**src/shared/clw_pkg.sv**
```systemverilog
/*
  constants for the charge level warning block: register indices, field
  positions, reset values and widths.
  assumes a 16-bit register port with word indices, one clock domain.
*/
`default_nettype none
package clw_pkg;
  // widths
  localparam int DW    = 16;
  localparam int AW    = 4;
  localparam int LVLW  = 8;
  localparam int EFFW  = 8;

  // register indices
  localparam logic [3:0] ADDR_CTRL      = 4'h0;
  localparam logic [3:0] ADDR_INIT_SET  = 4'h1;
  localparam logic [3:0] ADDR_INIT_CLR  = 4'h2;
  localparam logic [3:0] ADDR_FINAL_SET = 4'h3;
  localparam logic [3:0] ADDR_FINAL_CLR = 4'h4;
  localparam logic [3:0] ADDR_FLAGS     = 4'h5;
  localparam logic [3:0] ADDR_IRQ_STAT  = 4'h6;
  localparam logic [3:0] ADDR_IRQ_MASK  = 4'h7;
  localparam logic [3:0] ADDR_REM_CAP   = 4'h8;
  localparam logic [3:0] ADDR_LEVEL     = 4'h9;
  localparam logic [3:0] ADDR_EFF0      = 4'ha;
  localparam logic [3:0] ADDR_EFF3      = 4'hd;

  // field positions
  localparam int CTRL_HOLD_BIT  = 0;
  localparam int FLAG_INIT_BIT  = 0;
  localparam int FLAG_FINAL_BIT = 1;
  localparam int IRQ_INIT_SET   = 0;
  localparam int IRQ_INIT_CLR   = 1;
  localparam int IRQ_FINAL_SET  = 2;
  localparam int IRQ_FINAL_CLR  = 3;
  localparam int IRQW           = 4;

  // reset values, levels in mAh
  localparam logic [15:0] RST_INIT_SET  = 16'h0096;
  localparam logic [15:0] RST_INIT_CLR  = 16'h00af;
  localparam logic [15:0] RST_FINAL_SET = 16'h004b;
  localparam logic [15:0] RST_FINAL_CLR = 16'h0064;
  localparam logic [15:0] LEVEL_DISABLE = 16'hffff;
  localparam logic [7:0]  RST_EFF       = 8'h80;
  localparam int          EFF_SHIFT     = 7;

  // charge level bands that pick an efficiency factor
  localparam logic [7:0] BAND1_LVL = 8'h19;
  localparam logic [7:0] BAND2_LVL = 8'h32;
  localparam logic [7:0] BAND3_LVL = 8'h4b;
endpackage
`default_nettype wire

```
**src/logic/clw_hyst_flag.sv**
```systemverilog
/*
  one warning flag with separate set and clear levels (hysteresis).
  assumes upd_i is a one-cycle pulse on sys_clk_i with cap_i valid beside it.
*/
`timescale 1ns/1ps
`default_nettype none
module clw_hyst_flag #(
  parameter int W               = 16,
  parameter bit CLR_NEEDS_SET   = 1'b0,
  parameter bit SET_CAN_DISABLE = 1'b0
) (
  // clock and reset
  input  wire logic         sys_clk_i,
  input  wire logic         rst_i,
  // capacity update
  input  wire logic         upd_i,
  input  wire logic [W-1:0] cap_i,
  // levels
  input  wire logic [W-1:0] set_lvl_i,
  input  wire logic [W-1:0] clr_lvl_i,
  // flag and events
  output logic              flag_o,
  output logic              set_p_o,
  output logic              clr_p_o
);
  logic flag_q;
  logic flag_d;

  wire below    = $signed(cap_i) < $signed(set_lvl_i);
  wire above    = $signed(cap_i) > $signed(clr_lvl_i);
  wire disabled = SET_CAN_DISABLE && (set_lvl_i == {W{1'b1}});
  wire set_hit  = upd_i && below && !disabled;
  wire clr_hit  = upd_i && above && (flag_q || !CLR_NEEDS_SET) && !set_hit;

  assign flag_d  = set_hit ? 1'b1 : (clr_hit ? 1'b0 : flag_q);
  assign set_p_o = set_hit && !flag_q;
  assign clr_p_o = clr_hit && flag_q;
  assign flag_o  = flag_q;

  always_ff @(posedge sys_clk_i) begin
    if (rst_i) begin
      flag_q <= 1'b0;
    end else begin
      flag_q <= flag_d;
    end
  end
endmodule
`default_nettype wire

```
**src/logic/clw_eff_comp.sv**
```systemverilog
/*
  charge efficiency compensation: scales a raw charge increment by one of
  four factors (unity is 0x80).
  assumes raw_vld_i is a one-cycle pulse on sys_clk_i.
*/
`timescale 1ns/1ps
`default_nettype none
module clw_eff_comp (
  // clock and reset
  input  wire logic        sys_clk_i,
  input  wire logic        rst_i,
  // raw increment
  input  wire logic [15:0] raw_i,
  input  wire logic        raw_vld_i,
  input  wire logic [1:0]  band_i,
  // factors
  input  wire logic [7:0]  eff0_i,
  input  wire logic [7:0]  eff1_i,
  input  wire logic [7:0]  eff2_i,
  input  wire logic [7:0]  eff3_i,
  // compensated increment
  output logic [15:0]      comp_o,
  output logic             comp_vld_o
);
  logic [15:0] comp_q;
  logic        vld_q;

  function automatic logic [15:0] scale(input logic [15:0] r, input logic [7:0] f);
    logic [23:0] p;
    p = r * f;
    scale = p[23] ? 16'hffff : p[clw_pkg::EFF_SHIFT +: 16];
  endfunction

  wire [7:0] fac = (band_i == 2'h0) ? eff0_i :
                   (band_i == 2'h1) ? eff1_i :
                   (band_i == 2'h2) ? eff2_i : eff3_i;

  always_ff @(posedge sys_clk_i) begin
    if (rst_i) begin
      comp_q <= 16'h0000;
      vld_q  <= 1'b0;
    end else begin
      vld_q  <= raw_vld_i;
      if (raw_vld_i) begin
        comp_q <= scale(raw_i, fac);
      end
    end
  end

  assign comp_o     = comp_q;
  assign comp_vld_o = vld_q;
endmodule
`default_nettype wire

```
**src/logic/clw_top.sv**
```systemverilog
/*
  charge level warning block: two low-charge flags with hysteresis, charge
  level hold during discharge, efficiency compensation, registers, irq.
  assumes the estimator drives capacity, level and charge inputs on
  sys_clk_i (40 MHz) with one-cycle update pulses; registers over a plain
  port with read data one cycle after the read strobe.
*/
// Contract
// - set initial flag when remaining capacity drops below its set level
// - clear initial flag only when capacity rises above its clear level
// - set final flag when capacity drops below the final set level
// - final set level of minus one keeps the final flag from setting
// - clear final flag only if set and capacity above final clear level
// - with hold enabled, reported level never rises during discharge once a first level update has been taken
// - thresholds and remaining capacity are all in mAh
// - both flags readable as bits of the status flag word
// - charge compensation uses four separately programmable efficiency factors
`timescale 1ns/1ps
`default_nettype none
module clw_top (
  // clock and reset
  input  wire logic        sys_clk_i,
  input  wire logic        rst_i,
  // register port
  input  wire logic [3:0]  reg_addr_i,
  input  wire logic [15:0] reg_wdata_i,
  input  wire logic        reg_wr_i,
  input  wire logic        reg_rd_i,
  output logic [15:0]      reg_rdata_o,
  // estimator side
  input  wire logic [15:0] remaining_capacity_value_i,
  input  wire logic        rem_cap_upd_i,
  input  wire logic [7:0]  calc_level_i,
  input  wire logic        calc_level_upd_i,
  input  wire logic        discharging_i,
  input  wire logic [15:0] chg_raw_i,
  input  wire logic        chg_raw_vld_i,
  // results
  output logic             low_charge_initial_flag_o,
  output logic             low_charge_final_flag_o,
  output logic [7:0]       reported_level_o,
  output logic [15:0]      chg_comp_o,
  output logic             chg_comp_vld_o,
  output logic             irq_o
);
  logic        hold_en_q;
  logic [15:0] init_set_q;
  logic [15:0] init_clr_q;
  logic [15:0] final_set_q;
  logic [15:0] final_clr_q;
  logic [15:0] rem_cap_q;
  logic [7:0]  level_q;
  logic        level_seen_q;
  logic [3:0]  irq_stat_q;
  logic [3:0]  irq_stat_d;
  logic [3:0]  irq_mask_q;
  logic [7:0]  eff_q [4];
  logic [15:0] rdata_q;
  logic [7:0]  level_d;

  logic init_flag;
  logic final_flag;
  logic init_set_p;
  logic init_clr_p;
  logic final_set_p;
  logic final_clr_p;

  function automatic logic [1:0] band(input logic [7:0] lvl);
    band = (lvl >= clw_pkg::BAND3_LVL) ? 2'h3 :
           (lvl >= clw_pkg::BAND2_LVL) ? 2'h2 :
           (lvl >= clw_pkg::BAND1_LVL) ? 2'h1 : 2'h0;
  endfunction

  // write decode
  wire wr_ctrl  = reg_wr_i && (reg_addr_i == clw_pkg::ADDR_CTRL);
  wire wr_iset  = reg_wr_i && (reg_addr_i == clw_pkg::ADDR_INIT_SET);
  wire wr_iclr  = reg_wr_i && (reg_addr_i == clw_pkg::ADDR_INIT_CLR);
  wire wr_fset  = reg_wr_i && (reg_addr_i == clw_pkg::ADDR_FINAL_SET);
  wire wr_fclr  = reg_wr_i && (reg_addr_i == clw_pkg::ADDR_FINAL_CLR);
  wire wr_istat = reg_wr_i && (reg_addr_i == clw_pkg::ADDR_IRQ_STAT);
  wire wr_imask = reg_wr_i && (reg_addr_i == clw_pkg::ADDR_IRQ_MASK);
  wire wr_eff   = reg_wr_i && (reg_addr_i >= clw_pkg::ADDR_EFF0)
                           && (reg_addr_i <= clw_pkg::ADDR_EFF3);
  wire [1:0] eff_idx = 2'(reg_addr_i - clw_pkg::ADDR_EFF0);

  wire [15:0] flag_word = {14'h0000, final_flag, init_flag};

  // read select, unmapped reads zero
  wire wr_eff_rd = (reg_addr_i >= clw_pkg::ADDR_EFF0) && (reg_addr_i <= clw_pkg::ADDR_EFF3);
  wire [15:0] rd_mux =
    (reg_addr_i == clw_pkg::ADDR_CTRL)      ? {15'h0000, hold_en_q} :
    (reg_addr_i == clw_pkg::ADDR_INIT_SET)  ? init_set_q  :
    (reg_addr_i == clw_pkg::ADDR_INIT_CLR)  ? init_clr_q  :
    (reg_addr_i == clw_pkg::ADDR_FINAL_SET) ? final_set_q :
    (reg_addr_i == clw_pkg::ADDR_FINAL_CLR) ? final_clr_q :
    (reg_addr_i == clw_pkg::ADDR_FLAGS)     ? flag_word   :
    (reg_addr_i == clw_pkg::ADDR_IRQ_STAT)  ? {12'h000, irq_stat_q} :
    (reg_addr_i == clw_pkg::ADDR_IRQ_MASK)  ? {12'h000, irq_mask_q} :
    (reg_addr_i == clw_pkg::ADDR_REM_CAP)   ? rem_cap_q :
    (reg_addr_i == clw_pkg::ADDR_LEVEL)     ? {8'h00, level_q} :
    wr_eff_rd                               ? {8'h00, eff_q[eff_idx]} : 16'h0000;

  clw_hyst_flag #(
    .W               (16),
    .CLR_NEEDS_SET   (1'b0),
    .SET_CAN_DISABLE (1'b0)
  ) u_init (
    .sys_clk_i (sys_clk_i),
    .rst_i     (rst_i),
    .upd_i     (rem_cap_upd_i),
    .cap_i     (remaining_capacity_value_i),
    .set_lvl_i (init_set_q),
    .clr_lvl_i (init_clr_q),
    .flag_o    (init_flag),
    .set_p_o   (init_set_p),
    .clr_p_o   (init_clr_p)
  );

  clw_hyst_flag #(
    .W               (16),
    .CLR_NEEDS_SET   (1'b1),
    .SET_CAN_DISABLE (1'b1)
  ) u_final (
    .sys_clk_i (sys_clk_i),
    .rst_i     (rst_i),
    .upd_i     (rem_cap_upd_i),
    .cap_i     (remaining_capacity_value_i),
    .set_lvl_i (final_set_q),
    .clr_lvl_i (final_clr_q),
    .flag_o    (final_flag),
    .set_p_o   (final_set_p),
    .clr_p_o   (final_clr_p)
  );

  // efficiency band of the reported level
  wire [1:0] lvl_band = band(level_q);

  clw_eff_comp u_eff (
    .sys_clk_i  (sys_clk_i),
    .rst_i      (rst_i),
    .raw_i      (chg_raw_i),
    .raw_vld_i  (chg_raw_vld_i),
    .band_i     (lvl_band),
    .eff0_i     (eff_q[0]),
    .eff1_i     (eff_q[1]),
    .eff2_i     (eff_q[2]),
    .eff3_i     (eff_q[3]),
    .comp_o     (chg_comp_o),
    .comp_vld_o (chg_comp_vld_o)
  );

  wire hold_now = hold_en_q && discharging_i && level_seen_q && (calc_level_i > level_q);
  assign level_d = (calc_level_upd_i && !hold_now) ? calc_level_i : level_q;

  // events set, write one clears; set wins
  wire [3:0] irq_ev = {final_clr_p, final_set_p, init_clr_p, init_set_p};
  assign irq_stat_d = (irq_stat_q & ~(wr_istat ? reg_wdata_i[3:0] : 4'h0)) | irq_ev;

  // config registers
  always_ff @(posedge sys_clk_i) begin
    if (rst_i) begin
      hold_en_q   <= 1'b0;
      init_set_q  <= clw_pkg::RST_INIT_SET;
      init_clr_q  <= clw_pkg::RST_INIT_CLR;
      final_set_q <= clw_pkg::RST_FINAL_SET;
      final_clr_q <= clw_pkg::RST_FINAL_CLR;
      irq_mask_q  <= 4'h0;
      eff_q       <= '{default: clw_pkg::RST_EFF};
    end else begin
      if (wr_ctrl)  hold_en_q   <= reg_wdata_i[clw_pkg::CTRL_HOLD_BIT];
      if (wr_iset)  init_set_q  <= reg_wdata_i;
      if (wr_iclr)  init_clr_q  <= reg_wdata_i;
      if (wr_fset)  final_set_q <= reg_wdata_i;
      if (wr_fclr)  final_clr_q <= reg_wdata_i;
      if (wr_imask) irq_mask_q  <= reg_wdata_i[3:0];
      if (wr_eff)   eff_q[eff_idx] <= reg_wdata_i[7:0];
    end
  end

  // state registers
  always_ff @(posedge sys_clk_i) begin
    if (rst_i) begin
      rem_cap_q    <= 16'h0000;
      level_q      <= 8'h00;
      level_seen_q <= 1'b0;
      irq_stat_q   <= 4'h0;
      rdata_q      <= 16'h0000;
    end else begin
      if (rem_cap_upd_i) rem_cap_q <= remaining_capacity_value_i;
      if (calc_level_upd_i) level_seen_q <= 1'b1;
      level_q    <= level_d;
      irq_stat_q <= irq_stat_d;
      rdata_q    <= reg_rd_i ? rd_mux : 16'h0000;
    end
  end

  assign reg_rdata_o               = rdata_q;
  assign low_charge_initial_flag_o = init_flag;
  assign low_charge_final_flag_o   = final_flag;
  assign reported_level_o          = level_q;
  assign irq_o                     = |(irq_stat_q & irq_mask_q);

  // signed compares seen by the checks below
  wire cap_lt_iset = $signed(remaining_capacity_value_i) < $signed(init_set_q);
  wire cap_gt_iclr = $signed(remaining_capacity_value_i) > $signed(init_clr_q);
  wire cap_lt_fset = $signed(remaining_capacity_value_i) < $signed(final_set_q);
  wire cap_gt_fclr = $signed(remaining_capacity_value_i) > $signed(final_clr_q);
  wire fset_off    = (final_set_q == clw_pkg::LEVEL_DISABLE);
endmodule
`default_nettype wire

```
**config.mk**
```make
export PLATFORM = sky130hd
export DESIGN_NAME = clw_top
export DESIGN_NICKNAME = d
export VERILOG_FILES = /design/src/shared/clw_pkg.sv /design/src/logic/clw_hyst_flag.sv /design/src/logic/clw_eff_comp.sv /design/src/logic/clw_top.sv
export SDC_FILE = /design/constraint.sdc
export NUM_CORES = 1
export LEC_CHECK = 0
export BUFFER_PORTS_ARGS = -buffer_cell sky130_fd_sc_hd__buf_2
export CAP_MARGIN = 20
export CORE_AREA = 3 3 154 156
export DETAILED_ROUTE_END_ITERATION = 16
export DIE_AREA = 0 0 157 159
export PLACE_DENSITY = 0.79
export SLEW_MARGIN = 25
export SYNTH_ARGS = -nofsm -noshare
export SYNTH_HDL_FRONTEND = slang
export SYNTH_HIERARCHICAL = 1
export SYNTH_SLANG_ARGS = --single-unit
```
**constraint.sdc**
```tcl
create_clock -name sys_clk_i -period 7.44 [get_ports sys_clk_i]
set_input_delay 0.372 -clock sys_clk_i [delete_from_list [all_inputs] [get_ports sys_clk_i]]
set_output_delay 0.372 -clock sys_clk_i [all_outputs]
set_load 0.03 [all_outputs]
```
# After elaboration in Yosys (flattened, before gate mapping)
# Index checks and enable logic that the tools add are counted.
[totals]
mem_count = 0
out_inout_bits = 44
elab_cells = 121
ram_bits = 0
latchBits = 0
in_bits = 68
reg_bits = 165
mem_bits_ro = 0
[op_classes]
mul = 1
n_div = 0
addsub = 1
eq_ne = 12
bitwise = 6
n_lt_le_gt_ge = 12
mux = 29
n_reduce_logical = 40
shift = 0
[ops]
columns = ["operator", "n"]
rows = [
  ["$mux W16", 9],
  ["$mux W8", 8],
  ["$bwmux W32", 1],
  ["$gt A16 B16 Y1", 2],
  ["$lt A16 B16 Y1", 2],
  ["$logic_and A1 B1 Y1", 27],
  ["$mul A16 B8 Y24", 1],
  ["$bmux W8 S2", 1],
  ["$demux W8 S2", 1],
  ["$eq A16 B16 Y1 const B", 1],
  ["$eq A4 B3 Y1 const B", 4],
  ["$and A4 B4 Y4", 2],
  ["$eq A4 B2 Y1 const B", 2],
  ["$eq A4 B4 Y1 const B", 2],
  ["$ge A8 B5 Y1 const B", 1],
  ["$ge A8 B6 Y1 const B", 1],
  ["$ge A8 B7 Y1 const B", 1],
  ["$gt A8 B8 Y1", 1],
  ["$logic_not A1 Y1", 6],
  ["$mux W1", 6],
  ["$eq A4 B1 Y1 const B", 1],
  ["$ge A4 B4 Y1 const B", 1],
  ["$le A4 B4 Y1 const B", 1],
  ["$logic_not A4 Y1", 1],
  ["other kinds (16)", 18],
]

# Longest topological paths before layout
[depth]
word_depth = 16
ltp_mapped = 27
depth_no_buf = 23

# Cells and area by module
# Netlist, hierarchy kept.
[modules_own_cells]
columns = ["mod", "cells_per_inst", "seq_area_each_um2", "n_inst", "area_each_um2"]
rows = [
  ["clw_top", 763, 2922.8, 1, 6686.4],
  ["clw_eff_comp", 509, 340.3, 1, 4742.0],
  ["clw_hyst_flag (u_final)", 126, 20.0, 1, 968.4],
  ["clw_hyst_flag (u_init)", 117, 20.0, 1, 933.4],
]

# Least setup slack after synthesis
# No wires, ideal clock.
[synth_timing]
path_type = "register to register"
from = "reg level_q[3], in the netlist reported_level_o[3]"
to = "reg u_eff.comp_q[0], in the netlist u_eff/comp_o[0]"
arrival_time_ns = 6.592
t_required_ns = 7.359
path_slack_ns = 0.767
period_less_slack_ns = 6.673
stages_incl_launch_ff = 26
setup_time_ns = 0.081
n_path_buf = 4
cell_sequence = "dfxtp_1 inv_1 nor4_1 a211oi_1 o21ai_0 buf_6 mux4_1 clkbuf_1 and2_1 fa_1 fa_1 fa_1 inv_1 fa_1 inv_1 ha_1 a21oi_1 o21ai_0 a211o_2 or3_4 a41oi_2 xnor2_1 and2_1 buf_6 buf_12 a211oi_2"
[synth_via]
elab_chain_len = 10
elab_cells_between_ends = 14
classes_between = "mul (1); order compare (3); eq/ne (2); mux (7); reduce/logical (1)"
[synth_rtl]
columns = ["element", "line_no", "source"]
rows = [
  ["start, declared", "clw_top.sv:52", "logic [7:0] level_q;"],
  ["start signal, assigned", "clw_top.sv:191", "level_q <= level_d;"],
  ["$ge A8 B5 Y1", "clw_top.sv:71", "(lvl >= clw_pkg::BAND1_LVL) ? 2'h1 : 2'h0;"],
  ["$mux W1", "clw_top.sv:71", ""],
  ["$mux W2", "clw_top.sv:70", "(lvl >= clw_pkg::BAND2_LVL) ? 2'h2 :"],
  ["$mux W2 (*)", "clw_top.sv:69", "band = (lvl >= clw_pkg::BAND3_LVL) ? 2'h3 :"],
  ["named net lvl_band[0]", "clw_top.sv:136", "wire [1:0] lvl_band = band(level_q);"],
  ["$eq A2 B2 Y1", "clw_eff_comp.sv:36", "(band_i == 2'h2) ? eff2_i : eff3_i;"],
  ["$mux W8", "clw_eff_comp.sv:36", ""],
  ["$mux W8", "clw_eff_comp.sv:35", "(band_i == 2'h1) ? eff1_i :"],
  ["$mux W8 (*)", "clw_eff_comp.sv:34", "wire [7:0] fac = (band_i == 2'h0) ? eff0_i :"],
  ["$mul A16 B8 Y24 (*)", "clw_eff_comp.sv:30", "p = r * f;"],
  ["$mux W16 (*)", "clw_eff_comp.sv:31", "scale = p[23] ? 16'hffff : p[clw_pkg::EFF_SHIFT +: 16];"],
  ["end signal, assigned", "clw_eff_comp.sv:45", "comp_q <= scale(raw_i, fac);"],
  ["end, declared", "clw_eff_comp.sv:25", "logic [15:0] comp_q;"],
]
# The timed path passes the listed nets; every way through them passes the cells marked *.
# A chain may end at the register's enable or synchronous reset.

# Final worst setup path
[layout_timing]
from = "reg level_q[1], in the netlist reported_level_o[1]"
to = "reg u_eff.comp_q[10], in the netlist u_eff/comp_o[10]"
# Same word-level chain as after synthesis.

==> key figures <==
Synthesis
  • Dominant cell type by area after synthesis: dfxtp_1
  • Most used DFF post-synth: dfxtp_1
  • Netlist cell types: 89
  • Mapped Nets: 1777
  • Synth area leaders: dfxtp_1, fa_1, ha_1
  • FFs w/ async S/R, synth: 0%
  • Mapped cell area: between 10000 and 15000 um^2
  • Sequential area share after synthesis: 24.8%
  • Mapped Cells: ~1500
  • Yosys warns: 6
  • Post-synth EDFFs: 0
  • Yosys top cell area share: 24.8%
  • Syn Area/Cell: 8.80 um^2
  • Synth Register Bits: between 150 and 200

Pwr
  • Reg power frac: 41.6%
  • PwrDens: 156 nW/um^2
  • Cell Int Power: 1550 uW
  • Sw Share: 31.3%
  • Clock power share: a little under two fifths
  • LEAKAGE: 0.00639 uW
  • Peak supply drop: 154 uV
  • P_sw: 706 uW
  • Logic gate share of total power: 21.6%

STA
  • Final Hold Fails: 0
  • Worst Tran Pin Value: just under 1 ns
  • Unrepaired setup endpoints after global routing: no
  • Clock Skew: 0.0119 ns
  • Hold WS: 0.179 ns
  • Pins Over Slew Limit: 0
  • Setup slack after layout: 0.516 ns
  • Slew HR: about a third
  • Max Fclk: 0.144 GHz
  • Minimum clock period: 6.92 ns
  • # setup viols final: 0
  • Final cycle utilization of the critical path: approximately 93%
  • Fin Setup TNS: 0 ns

Die
  • Die Y: 159 um
  • Core footprint: 22500 um^2
  • FP Rows: 55
  • I/O pin count: 112
  • Die footprint: 25000 um^2
  • Die X: around 160 um
  • Starting Density: 59.2%

Worst setup path
  • Worst r2r path cells: 22
  • Arr. time, crit path: 7.25 ns
  • Critical path class: register to register
  • Worst-path fanout max: 16
  • Reg2reg setup slack: about 0.52 ns
  • Setup crit start kind: register
  • FF-to-FF End: u_eff/comp_o[10]
  • Worst r2r src: reported_level_o[1]
  • Required @ worst endpoint: 7.77 ns
  • Worst setup path startpoint: reported_level_o[1]
  • Crit end category: register

Clock tree
  • Clock sink total: around 170
  • Root Driver: clkbuf_16
  • CTS hold repair buffers: 0
  • Post-CTS setup repair buffer count: 0
  • Clk Latency, worst-skew pair: 0.44 ns
  • H-tree depth: 4
  • Clk buf depth: 2
  • CTS resizes: 0
  • CTS tree: done
  • Total CTS buffers: 17
  • Clock-pin slew on the worst setup and hold paths: 0.07 ns

Placed design
  • Placer Congestion: roughly 0.93
  • Port Buf Inserts: 111
  • Cell Area, Placed: approximately 14000 um^2
  • DP Worst Slack: roughly 0.34 ns
  • HPWL after DPL: 26200 um

Global route
  • Gr usage total: around 29%
  • Largest net degree at the start of global routing: between 90 and 100
  • First-pass GRT wire length: 57500 um
  • Initial antenna violation count: 4
  • Vias in the first global route: between 10000 and 15000
  • Final global-route overflow total: 0

Status
  • Outcome: completed

Detailed routing
  • Vias per inst: 6.00
  • Post-DRT Antenna Nets: 0
  • DRT Wirelength: ~36000 um
  • Drt pass-1 iters: 5
  • Routed via count: 11300
  • WL/cell: 19.1 um
  • Iter 0 DRT Violations: about 790
  • # DRC: 0

Layout
  • Most frequent cells in the layout: nand2_1, inv_1, dfxtp_1
  • Share of layout cells above drive strength 1: 14.1%
  • Most common cell after layout, fill and taps aside: nand2_1
  • FILL cells: approximately 1900
  • Layout Area Growth over Synthesis: 8.19%
  • Final instance area: between 10000 and 15000 um^2
  • Final net count: 1841

Worst hold path
  • Worst min path class: input pin to register
  • Min-delay src: calc_level_upd_i
  • Worst Hold End: level_seen_q
  • Number of instances on the worst hold path: 3

Flow run
  • Max-capacitance violation count: 0
## registers in the layout, indices dropped and copies added, names as in the netlist
register and cells:
u_final/flag_o 1, u_eff/comp_vld_o 1, u_init/flag_o 1, reported_level_o 8, rem_cap_q 16, reg_rdata_o 16, init_clr_q 16, level_seen_q 1
irq_mask_q 4, final_clr_q 16, eff_q 32, u_eff/comp_o 16, init_set_q 16, irq_stat_q 4, hold_en_q 1, final_set_q 16
## metrics by stage
stage | utilization, % | power (uW) | std cells
CTS | 64.1 | 2250 | 1875
detailed placement | 61.7 | 1430 | 1844
global route | 64.1 | 2350 | 1879
floorplan | - | 1300 | 1515
global placement | 61.7 | 1420 | 1844
finish | 64.1 | 2250 | 1879
## kinds of logic after synthesis
family                   count (synthesis)  synth area share [%]
AO/OA/AOI/OAI                          250                  13.0
AND/OR/NAND/NOR                        544                  21.3
XOR/XNOR                                18                  1.18
multiplexers                            94                  8.78
flip-flops                             165                  24.8
buffers and inverters                  250                  8.06
adder cells (fa/ha/maj)                194                  22.9
## critical path: stages, from the launching register on
cell and delay, ns:
dfxtp_1 0.38, o31ai_1 0.38, a211oi_1 0.12, o21ai_0 0.19
buf_4 0.24, mux4_2 0.69, and2_1 0.24, fa_1 0.51
fa_1 0.52, fa_1 0.55, inv_1 0.05, fa_1 0.53
inv_1 0.05, ha_1 0.35, a21oi_1 0.19, o21ai_0 0.16
a211o_2 0.35, or3_4 0.34, a41oi_2 0.21, xnor2_1 0.07
and2_1 0.19, buf_4 0.21, a211oi_1 0.28
## final cells by class
cell class	count	area (um^2)	area share, %
flip-flops and latches	165	3300	22.9
inverters	177	664	4.61
multi-input cells	1100	8930	61.9
well taps	285	357	2.47
repair buffers	118	611	4.23
clock inverters	10	76.3	0.529
diodes	3	7.51	0.0521
clock buffers	21	470	3.26
## routing by layer
metal	GRT usage [%]	vias to the layer above	share of wire, %
met2	47.9	503	49
met1	36.5	5452	40
met5	0	-	0.036
met4	12.8	2	3.7
li1	-	5215	-
met3	4.92	99	7.3
## power by group through the flow
stage	combinational, uW	sequential (uW)	clock, uW
finish	487	937	830
global route	539	939	874
CTS	482	936	834
detailed placement	478	956	0
global placement	466	954	0
floorplan	321	979	0
## Yosys cell counts, drive strengths merged, types with 5 or more instances
library cell  number
o31ai              5
a21oi            112
nand4             20
mux4              16
a21o              14
fa                83
clkbuf            38
nor2b             18
nand3b            18
a211o              7
a2111oi            6
inv              176
mux2i             76
xnor2             13
nor4               5
ha               111
nand3              7
dfxtp            165
nand2            197
buf               35
a211oi            25
o21ai             22
nor3              14
and2             111
xor2               5
nor2             111
a22oi              9
a221oi            11
nand2b            27
o221ai             5
## how the worst max path moves through the flow
stage                       end  cells after the start
2_1_floorplan   u_eff/comp_o[0]                     25
3_3_place_gp   u_eff/comp_o[11]                     23
3_5_place_dp   u_eff/comp_o[10]                     23
4_1_cts        u_eff/comp_o[10]                     23
5_1_grt        u_eff/comp_o[10]                     23
6_report       u_eff/comp_o[10]                     22
No activity file was read; power rests on OpenSTA's default activity.
